## config.mk

```make
export PLATFORM = sky130hd
export DESIGN_NAME = dspcc_core_control
export DESIGN_NICKNAME = d
export VERILOG_FILES = /design/src/core/dspcc_pkg.sv /design/src/core/dspcc_clamp.sv /design/src/core/dspcc_core_control.sv
export SDC_FILE = /design/constraint.sdc
export NUM_CORES = 1
export LEC_CHECK = 0
export BUFFER_PORTS_ARGS = -buffer_cell sky130_fd_sc_hd__buf_2
export CELL_PAD_IN_SITES_DETAIL_PLACEMENT = 0
export CELL_PAD_IN_SITES_GLOBAL_PLACEMENT = 1
export CORE_ASPECT_RATIO = 0.8
export CORE_MARGIN = 10
export CORE_UTILIZATION = 40
export DETAILED_ROUTE_END_ITERATION = 8
export GPL_TIMING_DRIVEN = 0
export PLACE_DENSITY_LB_ADDON = 0.1
export SYNTH_ARGS = -nofsm -noshare
export SYNTH_HDL_FRONTEND = slang
export SYNTH_SLANG_ARGS = --single-unit
```

## constraint.sdc

```tcl
create_clock -name clk_sys_i -period 11.5 [get_ports clk_sys_i]
set_clock_uncertainty 0.05 [all_clocks]
set_input_delay 1.725 -clock clk_sys_i [delete_from_list [all_inputs] [get_ports clk_sys_i]]
set_output_delay 1.725 -clock clk_sys_i [all_outputs]
set_load 0.02 [all_outputs]
```

## src/core/dspcc_pkg.sv

```systemverilog
package dspcc_pkg;

	// register map, byte addresses
	localparam logic [11:0] DSPCC_CORE_CONTROL_OFFS = 12'h000;

	// field positions inside core_control
	localparam int DSPCC_RSVD_MSB   = 15;
	localparam int DSPCC_RSVD_LSB   = 13;
	localparam int DSPCC_US_BIT     = 12;
	localparam int DSPCC_EXIT_BIT   = 11;
	localparam int DSPCC_DEPTH_MSB  = 10;
	localparam int DSPCC_DEPTH_LSB  = 8;
	localparam int DSPCC_ACC_A_CLAMP_EN_BIT   = 7;
	localparam int DSPCC_ACC_B_CLAMP_EN_BIT   = 6;
	localparam int DSPCC_SATW_BIT   = 5;
	localparam int DSPCC_WIDE_BIT   = 4;
	localparam int DSPCC_MSB_BIT    = 3;
	localparam int DSPCC_PSW_BIT    = 2;
	localparam int DSPCC_RND_BIT    = 1;
	localparam int DSPCC_INT_BIT    = 0;

	localparam logic [15:0] DSPCC_CORE_CONTROL_RST = 16'h0020;

	// datapath geometry
	localparam int DSPCC_ACC_W      = 40;
	localparam int DSPCC_NORM_W     = 32;
	localparam int DSPCC_OP_W       = 16;
	localparam int DSPCC_NUM_ACC    = 2;
	localparam int DSPCC_RND_LSB    = 16;
	localparam logic [15:0] DSPCC_RND_HALF = 16'h8000;

	typedef struct packed {
		logic [2:0] unused;
		logic       multiply_sign_select;
		logic       loop_early_exit;
		logic [2:0] loop_nest_depth;
		logic       acc_a_clamp_en;
		logic       acc_b_clamp_en;
		logic       write_clamp_en;
		logic       clamp_width_select;
		logic       priority_level_msb;
		logic       program_space_window;
		logic       rounding_select;
		logic       int_mode_select;
	} dspcc_ctrl_t;

endpackage

```

## src/core/dspcc_clamp.sv

```systemverilog
module dspcc_clamp
	import dspcc_pkg::*;
#(
	parameter int IN_W     = 41,
	parameter int OUT_W    = 40,
	parameter int NARROW_W = 32
) (
	// value and mode
	input  logic [IN_W-1:0]  value_i,
	input  logic             en_i,
	input  logic             wide_i,
	// result
	output logic [OUT_W-1:0] value_o
);

	localparam logic [OUT_W-1:0] MAX_NARROW = {{(OUT_W-NARROW_W+1){1'b0}}, {(NARROW_W-1){1'b1}}};
	localparam logic [OUT_W-1:0] MAX_WIDE   = {1'b0, {(OUT_W-1){1'b1}}};

	wire               neg        = value_i[IN_W-1];
	wire               fit_narrow = (&value_i[IN_W-1:NARROW_W-1]) | ~(|value_i[IN_W-1:NARROW_W-1]);
	wire               fit_wide   = (&value_i[IN_W-1:OUT_W-1]) | ~(|value_i[IN_W-1:OUT_W-1]);
	wire               overflow   = wide_i ? ~fit_wide : ~fit_narrow;
	wire [OUT_W-1:0]   max_val    = wide_i ? MAX_WIDE : MAX_NARROW;
	wire [OUT_W-1:0]   lim_val    = neg ? ~max_val : max_val;

	// without the enable the value simply wraps
	assign value_o = (en_i && overflow) ? lim_val : value_i[OUT_W-1:0];

endmodule

```

## src/core/dspcc_core_control.sv

```systemverilog
// Our own choices: the placing of the registers and register access over APB.
module dspcc_core_control
	import dspcc_pkg::*;
#(
	parameter int ADDR_W = 12
) (
	// clock and reset
	input  logic                   clk_sys_i,
	input  logic                   rstn_i,
	// apb slave
	input  logic                   psel_i,
	input  logic                   penable_i,
	input  logic                   pwrite_i,
	input  logic [ADDR_W-1:0]      paddr_i,
	input  logic [31:0]            pwdata_i,
	input  logic [3:0]             pstrb_i,
	output logic [31:0]            prdata_o,
	output logic                   pready_o,
	output logic                   pslverr_o,
	// loop hardware
	input  logic [2:0]             loop_nest_depth_i,
	input  logic                   loop_iter_end_i,
	output logic                   loop_terminate_o,
	// interrupt priority
	input  logic [2:0]             priority_level_low_i,
	input  logic                   priority_raise_i,
	input  logic                   priority_drop_i,
	output logic [3:0]             priority_level_o,
	// mode levels
	output logic                   program_space_window_o,
	output logic                   write_clamp_en_o,
	// multiplier
	input  logic [DSPCC_OP_W-1:0]  mul_x_i,
	input  logic [DSPCC_OP_W-1:0]  mul_y_i,
	output logic [31:0]            mul_product_o,
	// accumulators, raw sums one bit wider
	input  logic [DSPCC_ACC_W:0]   acc_a_i,
	input  logic [DSPCC_ACC_W:0]   acc_b_i,
	output logic [DSPCC_ACC_W-1:0] acc_a_o,
	output logic [DSPCC_ACC_W-1:0] acc_b_o,
	// data space write
	input  logic                   wr_acc_sel_i,
	output logic [DSPCC_OP_W-1:0]  wr_word_o
);

	dspcc_ctrl_t              ctrl_reg;
	dspcc_ctrl_t              ctrl_next;
	logic                     exit_pend_reg;
	logic                     exit_pend_next;
	logic                     term_reg;
	logic [3:0]               prio_reg;
	logic [31:0]              prdata_reg;
	logic                     pready_reg;
	logic                     pslverr_reg;
	logic [31:0]              product_reg;
	logic [DSPCC_ACC_W-1:0]   acc_reg [DSPCC_NUM_ACC];
	logic [DSPCC_OP_W-1:0]    wr_word_reg;

	// ---------------- apb decode
	wire        addr_hit  = (paddr_i == DSPCC_CORE_CONTROL_OFFS[ADDR_W-1:0]);
	wire        setup     = psel_i & ~penable_i;
	wire        access    = psel_i & penable_i & pready_reg;
	wire        wr_hit    = access & pwrite_i & addr_hit & pslverr_reg == 1'b0;
	wire        lo_we     = wr_hit & pstrb_i[0];
	wire        hi_we     = wr_hit & pstrb_i[1];
	wire [15:0] wdat      = pwdata_i[15:0];

	// live view of the register; depth comes straight from the loop unit
	dspcc_ctrl_t rd_view;
	assign rd_view.unused               = 3'h0;
	assign rd_view.multiply_sign_select = ctrl_reg.multiply_sign_select;
	assign rd_view.loop_early_exit      = 1'b0;
	assign rd_view.loop_nest_depth      = loop_nest_depth_i;
	assign rd_view.acc_a_clamp_en       = ctrl_reg.acc_a_clamp_en;
	assign rd_view.acc_b_clamp_en       = ctrl_reg.acc_b_clamp_en;
	assign rd_view.write_clamp_en       = ctrl_reg.write_clamp_en;
	assign rd_view.clamp_width_select   = ctrl_reg.clamp_width_select;
	assign rd_view.priority_level_msb   = ctrl_reg.priority_level_msb;
	assign rd_view.program_space_window = ctrl_reg.program_space_window;
	assign rd_view.rounding_select      = ctrl_reg.rounding_select;
	assign rd_view.int_mode_select      = ctrl_reg.int_mode_select;

	wire [31:0] rd_word = addr_hit ? {16'h0000, rd_view} : 32'h0000_0000;

	// ---------------- next register value
	wire exit_wr  = hi_we & wdat[DSPCC_EXIT_BIT];
	// hardware set beats a software clear in the same cycle
	wire msb_set  = priority_raise_i;
	wire msb_clr  = (lo_we & ~wdat[DSPCC_MSB_BIT]) | priority_drop_i;
	wire msb_next = msb_set | (ctrl_reg.priority_level_msb & ~msb_clr);

	always_comb begin
		ctrl_next = ctrl_reg;
		if (hi_we) begin
			ctrl_next.multiply_sign_select = wdat[DSPCC_US_BIT];
		end
		if (lo_we) begin
			ctrl_next.acc_a_clamp_en       = wdat[DSPCC_ACC_A_CLAMP_EN_BIT];
			ctrl_next.acc_b_clamp_en       = wdat[DSPCC_ACC_B_CLAMP_EN_BIT];
			ctrl_next.write_clamp_en       = wdat[DSPCC_SATW_BIT];
			ctrl_next.clamp_width_select   = wdat[DSPCC_WIDE_BIT];
			ctrl_next.program_space_window = wdat[DSPCC_PSW_BIT];
			ctrl_next.rounding_select      = wdat[DSPCC_RND_BIT];
			ctrl_next.int_mode_select      = wdat[DSPCC_INT_BIT];
		end
		ctrl_next.priority_level_msb = msb_next;
		ctrl_next.unused             = 3'h0;
		ctrl_next.loop_early_exit    = 1'b0;
		ctrl_next.loop_nest_depth    = 3'h0;
	end

	// a request stays pending until the running iteration closes or the loop depth reads zero;
	// a new request landing on that same edge survives to the next one
	assign exit_pend_next = exit_wr
		| (exit_pend_reg & ~loop_iter_end_i & (loop_nest_depth_i != 3'h0));

	always_ff @(posedge clk_sys_i) begin
		if (!rstn_i) begin
			ctrl_reg      <= dspcc_ctrl_t'(DSPCC_CORE_CONTROL_RST);
			exit_pend_reg <= 1'b0;
			term_reg      <= 1'b0;
			prio_reg      <= 4'h0;
		end else begin
			ctrl_reg      <= ctrl_next;
			exit_pend_reg <= exit_pend_next;
			term_reg      <= exit_pend_reg & loop_iter_end_i;
			prio_reg      <= {msb_next, priority_level_low_i};
		end
	end

	// ---------------- apb answer: one access cycle, data sampled in setup
	always_ff @(posedge clk_sys_i) begin
		if (!rstn_i) begin
			prdata_reg  <= 32'h0000_0000;
			pready_reg  <= 1'b0;
			pslverr_reg <= 1'b0;
		end else begin
			prdata_reg  <= setup ? rd_word : 32'h0000_0000;
			pready_reg  <= setup;
			pslverr_reg <= setup & ~addr_hit;
		end
	end

	// ---------------- multiplier
	wire        mul_uns   = ctrl_reg.multiply_sign_select;
	wire [16:0] mx        = {mul_uns ? 1'b0 : mul_x_i[DSPCC_OP_W-1], mul_x_i};
	wire [16:0] my        = {mul_uns ? 1'b0 : mul_y_i[DSPCC_OP_W-1], mul_y_i};
	wire [33:0] mprod     = 34'($signed(mx) * $signed(my));
	// fractional results are realigned to 1.31
	wire [31:0] mres      = ctrl_reg.int_mode_select ? mprod[31:0] : {mprod[30:0], 1'b0};

	// ---------------- accumulator saturation
	wire [DSPCC_ACC_W:0]   acc_raw [DSPCC_NUM_ACC];
	wire                   acc_en  [DSPCC_NUM_ACC];
	wire [DSPCC_ACC_W-1:0] acc_sat [DSPCC_NUM_ACC];
	assign acc_raw[0] = acc_a_i;
	assign acc_raw[1] = acc_b_i;
	assign acc_en[0]  = ctrl_reg.acc_a_clamp_en;
	assign acc_en[1]  = ctrl_reg.acc_b_clamp_en;

	genvar gi;
	generate
		for (gi = 0; gi < DSPCC_NUM_ACC; gi++) begin : g_acc
			dspcc_clamp #(
				.IN_W     (DSPCC_ACC_W + 1),
				.OUT_W    (DSPCC_ACC_W),
				.NARROW_W (DSPCC_NORM_W)
			) u_clamp (
				.value_i (acc_raw[gi]),
				.en_i    (acc_en[gi]),
				.wide_i  (ctrl_reg.clamp_width_select),
				.value_o (acc_sat[gi])
			);
			always_ff @(posedge clk_sys_i) begin
				if (!rstn_i) begin
					acc_reg[gi] <= '0;
				end else begin
					acc_reg[gi] <= acc_sat[gi];
				end
			end
		end
	endgenerate

	// ---------------- rounding and write saturation
	wire [DSPCC_ACC_W-1:0] wsrc   = acc_sat[wr_acc_sel_i];
	wire [15:0]            frac   = wsrc[DSPCC_RND_LSB-1:0];
	wire                   r_conv = (frac > DSPCC_RND_HALF)
		| ((frac == DSPCC_RND_HALF) & wsrc[DSPCC_RND_LSB]);
	wire                   r_bias = frac[DSPCC_RND_LSB-1];
	wire                   r_inc  = ctrl_reg.rounding_select ? r_bias : r_conv;
	wire [24:0]            rnd    = 25'({wsrc[DSPCC_ACC_W-1], wsrc[DSPCC_ACC_W-1:DSPCC_RND_LSB]} + 25'(r_inc));
	wire [15:0]            wsat;

	dspcc_clamp #(
		.IN_W     (25),
		.OUT_W    (DSPCC_OP_W),
		.NARROW_W (DSPCC_OP_W)
	) u_wclamp (
		.value_i (rnd),
		.en_i    (ctrl_reg.write_clamp_en),
		.wide_i  (1'b0),
		.value_o (wsat)
	);

	always_ff @(posedge clk_sys_i) begin
		if (!rstn_i) begin
			product_reg <= 32'h0000_0000;
			wr_word_reg <= 16'h0000;
		end else begin
			product_reg <= mres;
			wr_word_reg <= wsat;
		end
	end

	// ---------------- outputs, all from flops
	assign prdata_o               = prdata_reg;
	assign pready_o               = pready_reg;
	assign pslverr_o              = pslverr_reg;
	assign loop_terminate_o       = term_reg;
	assign priority_level_o       = prio_reg;
	assign program_space_window_o = ctrl_reg.program_space_window;
	assign write_clamp_en_o       = ctrl_reg.write_clamp_en;
	assign mul_product_o          = product_reg;
	assign acc_a_o                = acc_reg[0];
	assign acc_b_o                = acc_reg[1];
	assign wr_word_o              = wr_word_reg;
endmodule

```

==> metrics.yaml <==
kind_of_start_point_of_the_critical_path: "primary input"
portBuffers: 297
number_of_routed_nets_with_antenna_violations: 0
internal_power_summed_over_all_cells_uw: 3500
tightestPinTransition_ns: 0.926
cts_post_setup_buffers_inserted: 0
core-area_um2: 43100
result_of_the_run: "finished, final reports clean"
async_flop_share_pct: 0
worstSkewPairLatency_ns: 0.45
dp_hpwl_um: 52700
fin_crit_ns: 8.83
power_switching_uw: 3850
cts_made_buffers: 17
critical_path.endpoint_type: "flip-flop"
floorplan.die_area_um2: 52500
dr_drc_count: 0
pwr_density_cell_nw_per_um2: 362
cts.path.max_buffers: 2
cts.clk_slew.worst_paths_ns: 0.07
seqPwrFrac_pct: 9.0
max_freq_mhz: 113
seq_area_frac_synth_pct: 17.9
min_to: "loop_terminate_o"
relSlewSlack_pct: 38.3
regToRegSetupSlack_ns: 3.84
power.share.combinational_pct: 83.3
grt_max_degree: 17
max-vdd-ir-drop_v: 0.000494
placement_rows: 68
sum_of_negative_setup_slack_ns: 0
avgSynthCellArea_um2: 8.90
antenna_violations_before_repair: 2
timing.hold.worst.class: "reg2reg"
crit-reg2reg-launch: "mul_uns"
critical_path.reg2reg.endpoint: "mul_product_o[31]"
hold_violations: 0
first_global_vias: 15400
p_clk_share_pct: 7.7
route.vias.total: 14600
nets: 2844
drv_slew: 0
sum_of_overflow_across_all_layers_after_global_routing: 0
die_height_um: 207
top_level_ports: 346
placed_instance_area_um2: 19700
worst_ep_required_time_ns: 11.81
tot_gr_track_use_pct: 23.6
dieWidth_um: 254
layout-drive-gt1-share_pct: 17.5
count_of_cells_along_the_worst_hold_path: 1
finalSetupViolCount: 0
synth_seq_cells: 156
synthCells: 1962
critical_path_arrival_ns: 9.15
drt-total-wl_um: 61700
largest_register_ffs: 80
power.static_leakage_uw: 0.0104
drt_iter0_markers: 972
grt_pass1_wl_um: 93500
area_delta_synth_final_pct: 16.3
cap_viol_max_count: 0
synth_top_flop_cell: "dfxtp_1"
cts.sink_count: 156
ctsRootBufferMaster: "clkbuf_16"
via_per_inst: 5.10
cts-htree-levels: 4
min_from: "exit_pend_reg"
tritoncts: "yes"
postCtsResizedCells: 0
critPathMaxFanout: 10
start_util_pct: 40.5
ctsHoldBuffers: 0
fin_crit_sh_pct: 76.8
synth_edf_count: 0
post_synth_num_cell_types: 89
synthesis.area_um2: 17500
setup.worst_path.start: "mul_y_i[8]"
yosys_warnings: 0
ff2ff_path_depth: 24
wl_per_cell_um: 21.5
globalplace.congestion: 0.923
power.share.switching_pct: 52.4
drt_pass1_iterations: 6
postLayoutCellArea_um2: 20300
rsz0062_at_grt: "false"
critPathKind: "in2reg"
[placed cells by master, fill, tap and decap left out, types with 12 or more instances in the layout]
| cell type | synthesis | final |
|---|---|---|
| fa_1 | 282 | 282 |
| and2_1 | 154 | 154 |
| buf_1 | 12 | 12 |
| xnor2_1 | 29 | 29 |
| o21ai_0 | 31 | 31 |
| ha_1 | 88 | 88 |
| mux2i_1 | 47 | 47 |
| conb_1 | 1 | 20 |
| nor4_1 | 15 | 15 |
| nand3_1 | 32 | 32 |
| clkbuf_16 | 0 | 17 |
| xor2_1 | 22 | 22 |
| buf_2 | 3 | 300 |
| nor2_1 | 127 | 127 |
| nand2_1 | 228 | 228 |
| a21o_1 | 14 | 14 |
| buf_4 | 21 | 21 |
| a21oi_1 | 105 | 105 |
| dfxtp_1 | 156 | 156 |
| clkbuf_1 | 65 | 66 |
| or2_2 | 13 | 13 |
| inv_1 | 327 | 327 |
[critical path, stage by stage]
cell       delay, ns
clkbuf_1        0.50
clkbuf_1        0.64
nand2_1         0.17
fa_1            0.57
inv_1           0.05
fa_1            0.49
inv_1           0.06
fa_1            0.53
inv_1           0.05
fa_1            0.47
fa_1            0.49
inv_1           0.05
fa_1            0.50
inv_1           0.05
ha_1            0.37
and4_1          0.38
nand2_1         0.10
or2_2           0.31
o211ai_1        0.50
a2111oi_0       0.29
nor3_1          0.31
nor3_1          0.10
xor2_1          0.16
o22ai_1         0.27
[worst max-delay path by stage]
stage                        endpoint  slack (ns)  cells after the start
global route        mul_product_o[29]        2.28                     24
global placement    mul_product_o[29]        2.28                     24
finish              mul_product_o[29]        2.67                     24
floorplan           mul_product_o[31]        3.76                     24
CTS                 mul_product_o[29]        2.71                     24
detailed placement  mul_product_o[29]        2.25                     24
[cell usage after synthesis (all sizes together), types with 6 or more instances]
library cell  instances  area, µm²
fa                  282       5650
a21oi               106        534
and3                 11       70.1
o21ai                34        185
o31ai                10       75.1
buf                  43        305
xnor2                29        254
a31oi                 9       71.3
or3                  11       75.1
nand2               228        856
o311ai                7       78.8
ha                   88       1100
nor3                 13       91.3
inv                 328       1230
mux2i                47        470
nor2                127        477
nor4                 17        128
or2                  13       81.3
o221ai                6       52.6
clkbuf               68        285
o22ai                 8       50.1
a21o                 16        123
o21a                  6       45.0
dfxtp               156       3120
and2                156        978
xor2                 22        193
nand4                11       75.1
nand3                32        160
a211oi               10       75.1
[routing by layer]
layer | up-vias | track usage [%] | wire, µm
li1 | 6797 | - | -
met1 | 7370 | 33.2 | 28700
met2 | 427 | 36.3 | 27400
met3 | 45 | 6.09 | 4730
met4 | 2 | 4.46 | 774
met5 | - | 1.10 | 80
[power by group through the flow]
| stage | Combinational (µW) | Sequential (µW) | Clock [µW] |
|---|---|---|---|
| 2_1_floorplan | 4590 | 746 | 0 |
| 3_3_place_gp | 6120 | 673 | 0 |
| 3_5_place_dp | 6100 | 674 | 0 |
| 4_1_cts | 6150 | 664 | 583 |
| 5_1_grt | 7020 | 667 | 604 |
| 6_report | 6120 | 663 | 568 |
[final cells by class]
class,count,area (µm²)
fillers,4326,22800
clock buffers,18,429
well taps,560,701
clock inverters,14,158
repair buffers,297,1490
diodes,2,5.00
flip-flops and latches,156,3120
multi-input cells,1382,12600
plain buffers,113,609
inverters,330,1240
[cells by family after synthesis]
kind of cell | synth area share, %
multiplexers | 2.69
AND/OR/NAND/NOR | 18.4
flip-flops | 17.9
XOR/XNOR | 2.56
other | 0.0215
AO/OA/AOI/OAI | 9.21
buffers and inverters | 10.6
adder cells (fa/ha/maj) | 38.6
[per-stage QoR]
step | power (µW) | cells | util (%) | setup slack, ns | hold slack [ns]
after detailed placement | 6780 | 2838 | 45.7 | 2.25 | 0.406
after CTS | 7400 | 2870 | 47.1 | 2.71 | 0.426
after global routing | 8290 | 2871 | 47.1 | 2.28 | 0.442
final | 7360 | 2872 | 47.1 | 2.67 | 0.426
after floorplan | 5330 | 1981 | - | 3.76 | 0.396
after global placement | 6800 | 2838 | 45.7 | 2.28 | 0.410
No activity file was read; power rests on OpenSTA's default activity.
